$ cat src/rtl/pmirq_defs.svh
// Constants for the identification and interrupt register block
// Notes on behaviour
// - 12-bit part code split across ID registers
// - Revision bits 7:6, variant bits 5:4
// - Status register at 02h, resets to zero
// - Bit 7 sets on rail or critical fault
// - Bit 3 sets on output shutdown
// - Bit 3 holds while any cause bit set
// - Bit 0 sets on upward hot crossing
// - Flags stay until host writes one
// - Mask register at 03h, resets all ones
// - Mask bits 7,3,0; one suppresses source
// - Cause bit set also sets shutdown flag
`ifndef PMIRQ_DEFS_SVH
`define PMIRQ_DEFS_SVH
`define PMIRQ_OFS_ID_LOW 8'h00
`define PMIRQ_OFS_ID_HIGH 8'h01
`define PMIRQ_OFS_FLAGS 8'h02
`define PMIRQ_OFS_MASK 8'h03
`define PMIRQ_FLAGS_RESET 8'h00
`define PMIRQ_MASK_RESET 8'hff
`define PMIRQ_IMPL_BITS 8'h89
`define PMIRQ_BIT_FAULT 7
`define PMIRQ_BIT_SHUTDOWN 3
`define PMIRQ_BIT_HOT 0
`define PMIRQ_PART_CODE 12'h5a3
`define PMIRQ_SILICON_REV 2'h0
`define PMIRQ_VARIANT 2'h0
`endif

$ cat src/rtl/pmirq_pkg.sv
// Types for the identification and interrupt register block
package pmirq_pkg;
  typedef struct packed {
    logic rd;
    logic wr;
    logic [7:0] addr;
    logic [7:0] wdata;
  } pmirq_req_t;
  typedef struct packed {
    logic rail_fault;
    logic temp_critical;
    logic shutdown;
    logic temp_hot;
    logic cause_pending;
    logic cause_set;
  } pmirq_evt_t;
endpackage : pmirq_pkg

$ cat src/rtl/pmirq_regs.sv
// Identification, interrupt status and mask registers
`timescale 1ns/1ps
`include "pmirq_defs.svh"
module pmirq_regs #(
  parameter logic [11:0] PART_CODE = `PMIRQ_PART_CODE, // Arbitrary value
  parameter logic [1:0] SILICON_REV = `PMIRQ_SILICON_REV, // Arbitrary value
  parameter logic [1:0] VARIANT = `PMIRQ_VARIANT
) (
  input wire logic clock_i,
  input wire logic rst_n_i,
  input wire pmirq_pkg::pmirq_req_t req_i,
  input wire pmirq_pkg::pmirq_evt_t evt_i,
  output logic [7:0] rdata_o,
  output logic irq_o
);
  logic [7:0] flags_r;
  logic [7:0] flags_nxt;
  logic [7:0] mask_r;
  logic [7:0] mask_nxt;
  logic [7:0] rdata_r;
  logic [7:0] rdata_nxt;
  logic irq_r;
  logic irq_nxt;
  logic hot_prev_r;
  logic hot_prev_nxt;

  function automatic logic hit(input pmirq_pkg::pmirq_req_t r, input logic [7:0] ofs);
    hit = r.addr == ofs;
  endfunction : hit

  always_comb begin
    logic [7:0] set_v;
    logic [7:0] clr_v;
    set_v = '0;
    clr_v = '0;
    set_v[`PMIRQ_BIT_FAULT] = evt_i.rail_fault | evt_i.temp_critical;
    set_v[`PMIRQ_BIT_SHUTDOWN] = evt_i.shutdown | evt_i.cause_set;
    set_v[`PMIRQ_BIT_HOT] = evt_i.temp_hot & ~hot_prev_r;
    if (req_i.wr && hit(req_i, `PMIRQ_OFS_FLAGS)) begin
      clr_v = req_i.wdata & `PMIRQ_IMPL_BITS;
    end
    if (evt_i.cause_pending) begin
      clr_v[`PMIRQ_BIT_SHUTDOWN] = 1'b0;
    end
    flags_nxt = ((flags_r & ~clr_v) | set_v) & `PMIRQ_IMPL_BITS;
    mask_nxt = mask_r;
    if (req_i.wr && hit(req_i, `PMIRQ_OFS_MASK)) begin
      mask_nxt = (req_i.wdata & `PMIRQ_IMPL_BITS) | ~`PMIRQ_IMPL_BITS;
    end
    hot_prev_nxt = evt_i.temp_hot;
    irq_nxt = |(flags_nxt & ~mask_nxt & `PMIRQ_IMPL_BITS);
    rdata_nxt = rdata_r;
    if (req_i.rd) begin
      unique case (req_i.addr)
        `PMIRQ_OFS_ID_LOW: rdata_nxt = PART_CODE[7:0];
        `PMIRQ_OFS_ID_HIGH: rdata_nxt = {SILICON_REV, VARIANT, PART_CODE[11:8]};
        `PMIRQ_OFS_FLAGS: rdata_nxt = flags_r;
        `PMIRQ_OFS_MASK: rdata_nxt = mask_r;
        default: rdata_nxt = 8'h00;
      endcase
    end
  end

  always_ff @(posedge clock_i or negedge rst_n_i) begin
    if (!rst_n_i) begin
      flags_r <= `PMIRQ_FLAGS_RESET;
      mask_r <= `PMIRQ_MASK_RESET;
      rdata_r <= 8'h00;
      irq_r <= 1'b0;
      hot_prev_r <= 1'b0;
    end else begin
      flags_r <= flags_nxt;
      mask_r <= mask_nxt;
      rdata_r <= rdata_nxt;
      irq_r <= irq_nxt;
      hot_prev_r <= hot_prev_nxt;
    end
  end

  assign rdata_o = rdata_r;
  assign irq_o = irq_r;

  a_flags_reset_zero: assert property (@(posedge clock_i) $rose(rst_n_i) |-> $past(flags_r) == 8'h00)
    else $error("status not zero after reset");
  a_mask_reset_ones: assert property (@(posedge clock_i) $rose(rst_n_i) |-> $past(mask_r) == 8'hff)
    else $error("mask not ones after reset");
  a_fault_sets: assert property (@(posedge clock_i) disable iff (!rst_n_i)
    (evt_i.rail_fault | evt_i.temp_critical) |=> flags_r[7])
    else $error("fault flag missed");
  a_shutdown_sets: assert property (@(posedge clock_i) disable iff (!rst_n_i)
    (evt_i.shutdown | evt_i.cause_set) |=> flags_r[3])
    else $error("shutdown flag missed");
  a_shutdown_held: assert property (@(posedge clock_i) disable iff (!rst_n_i)
    (flags_r[3] && evt_i.cause_pending) |=> flags_r[3])
    else $error("shutdown flag cleared with cause pending");
  a_hot_edge: assert property (@(posedge clock_i) disable iff (!rst_n_i)
    (evt_i.temp_hot && !hot_prev_r) |=> flags_r[0])
    else $error("hot flag missed");
  a_flags_sticky: assert property (@(posedge clock_i) disable iff (!rst_n_i)
    (flags_r[`PMIRQ_BIT_FAULT] && !(req_i.wr && hit(req_i, `PMIRQ_OFS_FLAGS) && req_i.wdata[`PMIRQ_BIT_FAULT]))
    |=> flags_r[`PMIRQ_BIT_FAULT])
    else $error("fault flag lost without clear");
  a_irq_follows: assert property (@(posedge clock_i) disable iff (!rst_n_i)
    irq_o == |(flags_r & ~mask_r & `PMIRQ_IMPL_BITS))
    else $error("interrupt output wrong");
  a_reserved_zero: assert property (@(posedge clock_i) disable iff (!rst_n_i)
    (flags_r & ~`PMIRQ_IMPL_BITS) == `PMIRQ_FLAGS_RESET && (mask_r & ~`PMIRQ_IMPL_BITS) == ~`PMIRQ_IMPL_BITS)
    else $error("reserved bits changed");
  c_irq_raise: cover property (@(posedge clock_i) disable iff (!rst_n_i) $rose(irq_o));
  c_flag_clear: cover property (@(posedge clock_i) disable iff (!rst_n_i) $fell(flags_r[0]));
  c_shut_blocked: cover property (@(posedge clock_i) disable iff (!rst_n_i)
    flags_r[`PMIRQ_BIT_SHUTDOWN] && evt_i.cause_pending && req_i.wr && hit(req_i, `PMIRQ_OFS_FLAGS)
    && req_i.wdata[`PMIRQ_BIT_SHUTDOWN]);
  c_id_read: cover property (@(posedge clock_i) disable iff (!rst_n_i)
    req_i.rd && hit(req_i, `PMIRQ_OFS_ID_HIGH));

  // Read path checks
  a_read_id_low: assert property (@(posedge clock_i) disable iff (!rst_n_i)
    (req_i.rd && hit(req_i, `PMIRQ_OFS_ID_LOW)) |=> rdata_o == PART_CODE[7:0])
    else $error("low code byte wrong");
  a_read_id_high: assert property (@(posedge clock_i) disable iff (!rst_n_i)
    (req_i.rd && hit(req_i, `PMIRQ_OFS_ID_HIGH)) |=> rdata_o == {SILICON_REV, VARIANT, PART_CODE[11:8]})
    else $error("high code byte wrong");
  a_read_flags: assert property (@(posedge clock_i) disable iff (!rst_n_i)
    (req_i.rd && hit(req_i, `PMIRQ_OFS_FLAGS)) |=> rdata_o == $past(flags_r))
    else $error("status read wrong");
  a_read_mask: assert property (@(posedge clock_i) disable iff (!rst_n_i)
    (req_i.rd && hit(req_i, `PMIRQ_OFS_MASK)) |=> rdata_o == $past(mask_r))
    else $error("mask read wrong");
  a_rdata_holds: assert property (@(posedge clock_i) disable iff (!rst_n_i)
    !req_i.rd |=> $stable(rdata_o))
    else $error("read data changed without read");

  // Write path and hot edge checks
  a_mask_write: assert property (@(posedge clock_i) disable iff (!rst_n_i)
    (req_i.wr && hit(req_i, `PMIRQ_OFS_MASK)) |=> mask_r == ($past(req_i.wdata) | ~`PMIRQ_IMPL_BITS))
    else $error("mask write wrong");
  a_hot_clears: assert property (@(posedge clock_i) disable iff (!rst_n_i)
    (req_i.wr && hit(req_i, `PMIRQ_OFS_FLAGS) && req_i.wdata[`PMIRQ_BIT_HOT] && !(evt_i.temp_hot && !hot_prev_r))
    |=> !flags_r[`PMIRQ_BIT_HOT])
    else $error("hot flag not cleared");
  a_fault_clears: assert property (@(posedge clock_i) disable iff (!rst_n_i)
    (req_i.wr && hit(req_i, `PMIRQ_OFS_FLAGS) && req_i.wdata[`PMIRQ_BIT_FAULT]
    && !evt_i.rail_fault && !evt_i.temp_critical) |=> !flags_r[`PMIRQ_BIT_FAULT])
    else $error("fault flag not cleared");
  a_shutdown_clears: assert property (@(posedge clock_i) disable iff (!rst_n_i)
    (req_i.wr && hit(req_i, `PMIRQ_OFS_FLAGS) && req_i.wdata[`PMIRQ_BIT_SHUTDOWN] && !evt_i.cause_pending
    && !evt_i.shutdown && !evt_i.cause_set) |=> !flags_r[`PMIRQ_BIT_SHUTDOWN])
    else $error("shutdown flag not cleared");
  a_hot_no_level: assert property (@(posedge clock_i) disable iff (!rst_n_i)
    (!flags_r[`PMIRQ_BIT_HOT] && hot_prev_r) |=> !flags_r[`PMIRQ_BIT_HOT])
    else $error("hot flag set without rising edge");
endmodule : pmirq_regs

$ cat config.mk
export PLATFORM = sky130hd
export DESIGN_NAME = pmirq_regs
export DESIGN_NICKNAME = d
export VERILOG_FILES = /design/src/rtl/pmirq_pkg.sv /design/src/rtl/pmirq_regs.sv
export VERILOG_INCLUDE_DIRS = /design/src /design/src/rtl
export SDC_FILE = /design/constraint.sdc
export NUM_CORES = 1
export LEC_CHECK = 0
export BUFFER_PORTS_ARGS = -buffer_cell sky130_fd_sc_hd__buf_4
export CAP_MARGIN = 0
export CORE_MARGIN = 1
export CORE_UTILIZATION = 45
export DETAILED_ROUTE_END_ITERATION = 8
export PLACE_DENSITY = 0.73
export SLEW_MARGIN = 20
export SYNTH_ARGS = -nofsm -noshare
export SYNTH_HDL_FRONTEND = slang
export SYNTH_SLANG_ARGS = --single-unit
$ cat constraint.sdc
create_clock -name clock_i -period 1.3 [get_ports clock_i]
set_input_delay 0.13 -clock clock_i [delete_from_list [all_inputs] [get_ports clock_i]]
set_output_delay 0.13 -clock clock_i [all_outputs]
set_load 0.02 [all_outputs]
[Word level (Yosys, flattened, before mapping)]
Cells that the tools add are included.
W data, S select, Z words.
Word-level totals
  register bits: 21
  input port bits: 26
  output and inout port bits: 9
  logic and storage cells: 25
Operators by class
  equality and inequality tests: 3
  mux-type cells: 4
  bitwise gates (word level): 9
  reductions and logical operators: 4
Operator list (count)
  $pmux W8 S4: 1
  $and A8 B8 Y8: 2
  $eq A8 B2 Y1 const B: 2
  $mux W8: 2
  $not A8 Y8: 2
  $eq A8 B1 Y1 const B: 1
  $logic_not A8 Y1: 1
  $or A8 B8 Y8: 1
  $reduce_or A3 Y1: 1
  $logic_and A1 B1 Y1: 2
  $or A1 B1 Y1: 2
  $and A1 B1 Y1: 1
  $mux W1: 1
  $not A1 Y1: 1

[Longest topological paths before layout]
Gate-level depths: netlist (run 1).
  depth after elaboration: 9
  mapped depth: 6
  gate-level depth less buffers: 5

[Worst setup path after synthesis (run 1)]
OpenSTA, ideal clock, no wires.
  path type: in2reg
  from: input port req_i[13] (netlist name)
  to: register irq_r (netlist: irq_o)
  library setup time: 0.126 ns
  arrival time: 1.173 ns
  data required time: 1.174 ns
  setup slack: 0.001 ns
  stages: 6
  buffers on the path: 1
  path through: nor4_4 > and2_2 > buf_6 > nand4_1 > a2bb2oi_1 > o211ai_2
On the way
  longest elaborated chain between the ends: 9
  elaborated cells on any way between the ends: 13
  classes of those cells: 2 x eq/ne; 3 x mux; 5 x bitwise; 3 x reduce/logical
Ends and longest elaborated chain
  start, declared: line pmirq_regs.sv:11  | input wire pmirq_pkg::pmirq_req_t req_i,
  $eq A8 B2 Y1: line pmirq_regs.sv:28  | hit = r.addr == ofs;
  $logic_and A1 B1 Y1: line pmirq_regs.sv:39  | if (req_i.wr && hit(req_i, `PMIRQ_OFS_FLAGS)) begin
  $mux W8: line pmirq_regs.sv:39
  $mux W1: line pmirq_regs.sv:42  | if (evt_i.cause_pending) begin
  $not A8 Y8: line pmirq_regs.sv:45  | flags_nxt = ((flags_r & ~clr_v) | set_v) & `PMIRQ_IMPL_BITS;
  $and A8 B8 Y8: line pmirq_regs.sv:45
  $or A8 B8 Y8: line pmirq_regs.sv:45
  $and A8 B8 Y8 (*): line pmirq_regs.sv:51  | irq_nxt = |(flags_nxt & ~mask_nxt & `PMIRQ_IMPL_BITS);
  $reduce_or A3 Y1 (*): line pmirq_regs.sv:51
  net irq_nxt: line pmirq_regs.sv:23  | logic irq_nxt;
  end signal, assigned: line pmirq_regs.sv:75  | irq_r <= irq_nxt;
  end, declared: line pmirq_regs.sv:22  | logic irq_r;
The timed path passes the listed nets; every way through them passes the cells marked *.
A chain may end at the register's enable or synchronous reset.

[Worst setup path in the final report (run 1)]
  from: input port req_i[13] (netlist name)
  to: register irq_r (netlist: irq_o)
On the way
  longest elaborated chain between the ends: 9
  elaborated cells on any way between the ends: 13
  classes of those cells: 2 x eq/ne; 3 x mux; 5 x bitwise; 3 x reduce/logical
Ends and longest elaborated chain
  $eq A8 B2 Y1: line pmirq_regs.sv:28
  $logic_and A1 B1 Y1: line pmirq_regs.sv:39
  $mux W8: line pmirq_regs.sv:39
  $mux W1: line pmirq_regs.sv:42
  $not A8 Y8: line pmirq_regs.sv:45
  $and A8 B8 Y8: line pmirq_regs.sv:45
  $or A8 B8 Y8: line pmirq_regs.sv:45
  net flags_nxt[3]: line pmirq_regs.sv:17  | logic [7:0] flags_nxt;
  $and A8 B8 Y8: line pmirq_regs.sv:51
  $reduce_or A3 Y1: line pmirq_regs.sv:51
  net irq_nxt: line pmirq_regs.sv:23
The timed path passes the listed nets, and every way through them passes these cells.

==> results of run 1 <==
==> where the power goes <==
group | switching (mW) | total (mW) | leakage [nW] | internal (mW)
logic | 0.0675 | 0.150 | 0.366 | 0.0830
registers | 0.00948 | 0.696 | 0.241 | 0.686
clock network | 0.200 | 0.314 | 0.0177 | 0.115
==> per-stage QoR <==
stage,hold slack [ns],instances,instance area (um2)
floorplan,-0.1656,88,987.2
global placement,0.02078,148,1274
detailed placement,0.02706,148,1274
CTS,0.07114,154,1321
global route,0.07016,154,1321
finish,0.07646,154,1321
==> repair_timing <==
action,in CTS,in global routing
gates resized for setup,0,0
setup buffers,0,0
endpoints found under the hold margin,22,0
hold buffers,2,0
==> layout make-up <==
class / instances / area, um2
fill: 181 / 680.7
sequential: 21 / 535.5
tap: 27 / 33.78
inverter: 12 / 45.04
timing repair buffer: 39 / 297.8
multi-input combinational: 51 / 381.6
clock inverter: 1 / 5.005
clock buffer: 3 / 22.52
==> cell families after synthesis <==
kind of cell / count (synthesis) / share of synthesized area
compound gates: 16 / 0.1090
flops: 21 / 0.5425
buf+inv: 16 / 0.07097
simple gates: 30 / 0.2218
mux: 5 / 0.05576
==> worst max-delay path, delay by kind of cell <==
kind                   cells  cell delay [ns]
AOI/OAI and AO/OA          2             0.44
buffers and inverters      1             0.12
and+or+nand+nor            3             0.63
==> synth_stat cells, drive strengths merged <==
cell / instances / area, um2
nand2b: 2 / 27.53
nor2: 1 / 3.750
o211ai: 1 / 12.51
nor4bb: 1 / 10.01
and2: 3 / 20.02
dfrtp: 13 / 325.3
mux2: 4 / 45.04
clkbuf: 1 / 3.750
nand4: 5 / 46.29
a2bb2oi: 1 / 8.760
or2b: 5 / 37.54
o22ai: 2 / 12.51
mux2i: 1 / 10.01
a22oi: 1 / 7.510
nand2: 7 / 26.28
inv: 12 / 45.04
buf: 3 / 21.27
dfstp: 8 / 210.2
o21ai: 8 / 40.04
nand3: 4 / 20.02
nor4: 1 / 21.27
nor2b: 1 / 6.260
o2111ai: 1 / 8.760
a211o: 2 / 17.52
==> sequential cells by signal, indices dropped and copies added, names as in the netlist <==
signal and count:
hot_prev_r 1, irq_o 1, mask_r 8, flags_r 3, rdata_o 8
==> worst max-delay path by stage <==
stage	start	endpoint	cells past startpoint
after floorplan	req_i[13]	irq_o	6
after CTS	req_i[13]	irq_o	6
after detailed placement	req_i[13]	irq_o	6
after global routing	req_i[13]	irq_o	6
final	req_i[13]	irq_o	6
after global placement	req_i[13]	irq_o	6
==> routing by layer <==
metal,wire length [um],vias up,GRT usage
li1,-,381,-
met1,824,352,0.2186
met2,932,22,0.3194
met3,77,4,0.04361
met4,23,0,0.08333
met5,0,-,0
==> flow_summary.json, run 1 <==
{
  "antenna_found_initial": 0,
  "core_um2": 2002,
  "crit_required_ns": 1.50,
  "globalRouteOverflowTotal": 0,
  "syn_area_um2": 987.2,
  "yosys_register_bits": 21,
  "final_util": 0.6600,
  "layout_commonest_cell": "buf_4",
  "initialDrtViolationCount": 15,
  "r2r_slack_ns": 0.29,
  "cts-root-buf": "clkbuf_4",
  "hold_viol": 0,
  "avgRoutedWirePerCell_um": 12.06,
  "irDropWorstVdd_uv": 679.0,
  "grt_start_max_net_pins": 22,
  "path_clk_slew_ns": 0.12,
  "power_mw": 1.160,
  "layout.nets": 154,
  "start_util": 0.4931,
  "worst_r2r_startpoint": "mask_r[7]",
  "clockBufferDepth": 2,
  "clkSinkCount": 21,
  "rsz0062_at_grt": "no",
  "grt_usage": 0.1855,
  "end_kind": "flip-flop",
  "grt_pass1_vias": 784,
  "final_cell_mix": "buf_4 (37), dfrtp_1 (13), inv_1 (12)",
  "die_w_um": 48.84,
  "tightest_slew_ns": 0.3606,
  "fin_crit_ns": 1.121,
  "period_share": 0.8620,
  "slew_headroom": 0.7578,
  "die_y_um": 48.84,
  "dieArea_um2": 2385,
  "drive_above_1_share": 0.4646,
  "p_per_area_nw_per_um2": 878.3,
  "syn_avg_cell_area_um2": 11.22,
  "slew_violations": 0,
  "tns_ns": 0,
  "grt_pass1_wl_mm": 3.312,
  "std_cell_rows": 16,
  "crit_fanout": 4,
  "worst_ep_arrival_time_ns": 1.33,
  "drc": 0,
  "hp-start": "req_i[7]",
  "num_antenna_cells": 0,
  "maxCapViolCount": 0,
  "portBuffers": 29,
  "ant_nets": 0,
  "drt_wl_total_mm": 1.858,
  "skew_ns": 0.007014,
  "htree_levels": 1,
  "worstSetupStartpointType": "input port",
  "synthCells": 88,
  "vias": 759,
  "setup_slack_ns": 0.1794,
  "status": "finished clean",
  "cp_slowest_cell": "nor4_4",
  "ys_seq_area_frac": 0.5425,
  "io_pins": 35,
  "hold_class": "in2reg",
  "cts_buffers": 3,
  "viasPerCell": 4.929,
  "ys_types": 27,
  "firstDrtPassIters": 4,
  "place_congestion": 0.7672,
  "critical_path_class": "in2reg",
  "clk_latency_ns": 0.31,
  "synth_fp_nets": 114,
  "worstHoldPathCells": 2,
  "critical_path.cell_chain": "buf_4 > nor4_4 > nand4_1 > a211o_1 > nand2b_4 > o211ai_2",
  "dpl.hpwl_mm": 1.439,
  "pre_cts_slack_ns": -0.1704,
  "max_stage_delay_ns": 0.39,
  "syn_to_final_growth_pct": 33.84,
  "reg2reg_depth": 4,
  "hold_end": "mask_r[7]",
  "power_leakage_nw": 0.6252,
  "cts_tree": "built",
  "setup_viol": 0,
  "yosysWarnings": 0,
  "fmaxAchievable_ghz": 0.8924,
  "r2r-end": "rdata_o[7]"
}
(Power assumes the default switching activity.)
==> run 2: changes to the inputs <==
CELL_PAD_IN_SITES_DETAIL_PLACEMENT = 0   (was default)
CELL_PAD_IN_SITES_GLOBAL_PLACEMENT = 1   (was default)
CORE_MARGIN = 2   (was 1)
CORE_UTILIZATION = 38   (was 45)
CTS_BUF_LIST = sky130_fd_sc_hd__clkbuf_8   (was default)
PLACE_DENSITY = default   (was 0.73)
PLACE_DENSITY_LB_ADDON = 0.1   (was default)
==> flow_summary.json, run 2 (synthesized netlist as in run 1, its figures left out) <==
{
  "status": "finished clean",
  "irDropWorstVdd_uv": 462.5,
  "drc": 0,
  "grt_start_max_net_pins": 22,
  "cts_tree": "built",
  "die_y_um": 54.97,
  "io_pins": 35,
  "period_share": 0.9023,
  "skew_ns": 0.003072,
  "dpl.hpwl_mm": 1.527,
  "initialDrtViolationCount": 15,
  "power_leakage_nw": 0.6350,
  "crit_required_ns": 1.44,
  "worst_r2r_startpoint": "mask_r[7]",
  "post_cts.repair.setup_buffers": 0,
  "slew_headroom": 0.7489,
  "critical_path.cell_chain": "buf_4 > nor4_4 > nand4_1 > a211o_1 > nand2b_4 > o211ai_2",
  "std_cell_rows": 18,
  "start_util": 0.3985,
  "cp_slowest_cell": "nor4_4",
  "setup_viol": 0,
  "cts_buffers": 3,
  "grt_use_met1": 0.1976,
  "crit_fanout": 4,
  "cts-resized-gates": 0,
  "layout.nets": 154,
  "critical_path_class": "in2reg",
  "hp-start": "req_i[3]",
  "die_w_um": 54.97,
  "dpl_cell_area_um2": 1277,
  "drt_wl_total_mm": 1.889,
  "core_um2": 2477,
  "clkSinkCount": 21,
  "grt_pass1_wl_mm": 3.298,
  "vias": 731,
  "holdWs_ns": 0.1336,
  "worst_ep_arrival_time_ns": 1.31,
  "max_stage_delay_ns": 0.40,
  "end_kind": "flip-flop",
  "portBuffers": 29,
  "fin_crit_ns": 1.173,
  "worstSetupStartpointType": "input port",
  "layout_commonest_cell": "buf_4",
  "grt_usage": 0.1581,
  "hold_end": "mask_r[3]",
  "numPlacedInstances": 151,
  "p_per_area_nw_per_um2": 935.3,
  "place_congestion": 0.7266,
  "r2r-end": "rdata_o[7]",
  "tns_ns": 0,
  "fmaxAchievable_ghz": 0.8525,
  "dieArea_um2": 3022,
  "fillCellCount": 233,
  "final_cell_mix": "buf_4 (37), inv_1 (13), dfrtp_1 (13)",
  "antenna_found_initial": 0,
  "clockBufferDepth": 2,
  "met2_usage": 0.2639,
  "ant_nets": 0,
  "cts-root-buf": "clkbuf_8",
  "tightest_slew_ns": 0.3738,
  "clk_latency_ns": 0.25,
  "firstDrtPassIters": 4,
  "num_antenna_cells": 0,
  "top_usage_layer": "met2",
  "viasPerCell": 4.656,
  "path_clk_slew_ns": 0.08,
  "maxCapViolCount": 0,
  "grt_pass1_vias": 753,
  "avgRoutedWirePerCell_um": 12.03,
  "drive_above_1_share": 0.4567,
  "stdcell_count": 157,
  "rsz0062_at_grt": "no",
  "hold_class": "in2reg",
  "syn_to_final_growth_pct": 36.00,
  "r2r_slack_ns": 0.31,
  "worstHoldPathCells": 2,
  "slew_violations": 0,
  "htree_levels": 1,
  "use_met3": 0.04570,
  "globalRouteOverflowTotal": 0,
  "hold_buffers": 2,
  "hold_viol": 0,
  "fin_area_um2": 1343,
  "reg2reg_depth": 4
}
## run 2: worst max-delay path by stage
| stage | cells after the start | endpoint | startpoint | slack (ns) |
|---|---|---|---|---|
| global placement | 6 | irq_o | req_i[13] | -0.16 |
| floorplan | 6 | irq_o | req_i[13] | 0.001 |
| detailed placement | 6 | irq_o | req_i[13] | -0.16 |
| global route | 6 | irq_o | req_i[13] | 0.05 |
| finish | 6 | irq_o | req_i[13] | 0.13 |
| CTS | 6 | irq_o | req_i[13] | 0.12 |
## run 2: power by group
group,switching (mW),internal [mW]
sequential,0.00914,0.686
clock,0.199,0.210
combinational,0.0670,0.0848
## run 2: routing by layer
| layer | vias to the layer above | wire [um] |
|---|---|---|
| met5 | - | 0 |
| met4 | 0 | 12 |
| met3 | 2 | 116 |
| met2 | 20 | 895 |
| met1 | 333 | 864 |
| li1 | 376 | - |
## run 2: worst max-delay path: cells and delay by family
kind | cells | cell delay [ns]
AOI/OAI and AO/OA | 2 | 0.44
buffers and inverters | 1 | 0.12
and+or+nand+nor | 3 | 0.63
## run 2: layout make-up
cell class | count | area [um2] | area share
Tap cell | 30 | 37.54 | 0.02796
Multi-Input combinational cell | 51 | 381.6 | 0.2842
Clock inverter | 1 | 3.754 | 0.002796
Timing Repair Buffer | 39 | 297.8 | 0.2218
Inverter | 12 | 45.04 | 0.03355
Sequential cell | 21 | 535.5 | 0.3989
Clock buffer | 3 | 41.29 | 0.03075
## run 2: through the flow
step           setup WS (ns)  total power, mW    util
4_1_cts               0.1176            1.270  0.5419
6_report              0.1270            1.256  0.5419
5_1_grt              0.05421            1.331  0.5419
3_3_place_gp         -0.1623           0.8556  0.5157
2_1_floorplan       0.001002           0.7632       -
3_5_place_dp         -0.1590           0.8562  0.5157
==> run 3: changes to the inputs <==
CORE_ASPECT_RATIO = 1.5   (was default)
clock period = 1.1 ns   (was 1.3 ns; I/O delays follow)
==> flow_summary.json, run 3 (synthesized netlist as in run 1, its figures left out) <==
{
  "status": "finished clean",
  "skew_ns": 0.001520,
  "num_antenna_cells": 0,
  "end_kind": "flip-flop",
  "std_cell_rows": 22,
  "critical_path_class": "in2reg",
  "clk_latency_ns": 0.25,
  "drc": 0,
  "core_um2": 2450,
  "final_util": 0.5710,
  "path_clk_slew_ns": 0.07,
  "clockBufferDepth": 2,
  "fin_crit_ns": 1.067,
  "numPlacedInstances": 150,
  "ant_nets": 0,
  "portBuffers": 29,
  "reg2reg_depth": 4,
  "slew_violations": 0,
  "fillCellCount": 224,
  "worstHoldPathCells": 2,
  "power_leakage_nw": 0.6675,
  "grt_usage": 0.1547,
  "hold_class": "in2reg",
  "antenna_found_initial": 0,
  "fmaxAchievable_ghz": 0.9375,
  "die_w_um": 45.62,
  "layout_commonest_cell": "buf_4",
  "dieArea_um2": 3030,
  "drive_above_1_share": 0.5038,
  "syn_to_final_growth_pct": 41.70,
  "hold_viol": 0,
  "irDropWorstVdd_uv": 694.9,
  "period_share": 0.9697,
  "grt_start_max_net_pins": 22,
  "place_congestion": 0.7121,
  "drt_wl_total_mm": 1.971,
  "start_util": 0.4030,
  "firstDrtPassIters": 4,
  "crit_required_ns": 1.28,
  "rsz0062_at_grt": "yes",
  "worstSetupStartpointType": "input port",
  "power_mw": 1.508,
  "layout.nets": 160,
  "viasPerCell": 4.866,
  "avgRoutedWirePerCell_um": 12.55,
  "max_stage_delay_ns": 0.31,
  "htree_levels": 1,
  "cp_slowest_cell": "mux2_2",
  "die_y_um": 66.43,
  "vias": 764,
  "worst_ep_arrival_time_ns": 1.25,
  "maxCapViolCount": 0,
  "p_per_area_nw_per_um2": 1078,
  "cts-root-buf": "clkbuf_8",
  "grt_pass1_vias": 808,
  "cts_tree": "built",
  "tightest_slew_ns": 0.2588,
  "globalRouteOverflowTotal": 0,
  "final_cell_mix": "buf_4 (41), dfrtp_1 (13), inv_1 (12)",
  "dpl.hpwl_mm": 1.583,
  "grt_pass1_wl_mm": 3.381,
  "crit_fanout": 5,
  "stdcell_count": 157,
  "initialDrtViolationCount": 11,
  "slew_headroom": 0.8274,
  "clkSinkCount": 21,
  "io_pins": 35,
  "cts_buffers": 3,
  "setup_viol": 0,
  "critical_path.cell_chain": "buf_6 > nor4_4 > buf_4 > nand4_4 > mux2_2 > nand2b_4 > o211ai_2"
}
## run 3: changes by cell type in the layout (fill, tap and decap cells not counted), sizes merged
cell / before / now
buf: 37 / 43
clkinv: 0 / 1
inv: 13 / 12
## run 3: repair_timing
item | in CTS | in global routing
endpoints found under the setup margin | 1 | 2
hold buffers | 2 | 0
pin swaps | 1 | 3
resized for setup | 0 | 2
setup buffers | 1 | 0
hold endpoints to repair | 22 | 0
## run 3: per-stage QoR
step           setup TNS [ns]  hold WS, ns  instance area, um2  setup WS, ns
4_1_cts                     0       0.1068                1391      0.008295
3_3_place_gp           -2.772     0.005254                1318       -0.3102
3_5_place_dp           -3.133     0.004861                1318       -0.3329
6_report                    0       0.1103                1399       0.03335
5_1_grt              -0.02009       0.1170                1399      -0.02009
2_1_floorplan         -0.1786      -0.1856               997.2       -0.1079
## run 3: per-layer routing
layer | global-route usage | vias up | share of wire
li1 | - | 391 | -
met1 | 0.1863 | 352 | 0.42
met5 | 0 | - | 0
met3 | 0.03005 | 2 | 0.043
met2 | 0.2570 | 19 | 0.53
met4 | 0.06618 | 0 | 0.0086
## run 3: layout make-up
cell class                 instances  area [um2]  share of cell area
clock buffer                       3       41.29             0.02952
multi-input combinational         51       391.6              0.2800
inverter                          12       45.04             0.03220
tap                               24       30.03             0.02147
clock inverter                     1       5.005            0.003578
timing repair buffer              45       350.3              0.2504
sequential                        21       535.5              0.3828
## run 3: final timing paths
kind,startpoint,end,slack [ns]
setup / recovery,req_i[13],irq_o,0.03
hold / removal,req_i[7],mask_r[7],0.11
hold reg to reg,mask_r[4],rdata_o[4],0.51
max in group asynchronous,rst_n_i,mask_r[7],0.56
setup reg to reg,mask_r[7],rdata_o[7],0.10
min in group asynchronous,rst_n_i,rdata_o[4],0.27
## run 3: power by group
group          internal, mW  leakage (nW)  switching (mW)
sequential            0.811         0.241          0.0119
combinational         0.115         0.401          0.0815
clock                 0.252        0.0255           0.238
total                  1.18         0.668           0.331
## run 3: critical path: cells and delay by family
family | cells | cell delay [ns]
mux | 1 | 0.31
compound gates | 1 | 0.06
buf+inv | 2 | 0.27
simple gates | 3 | 0.50
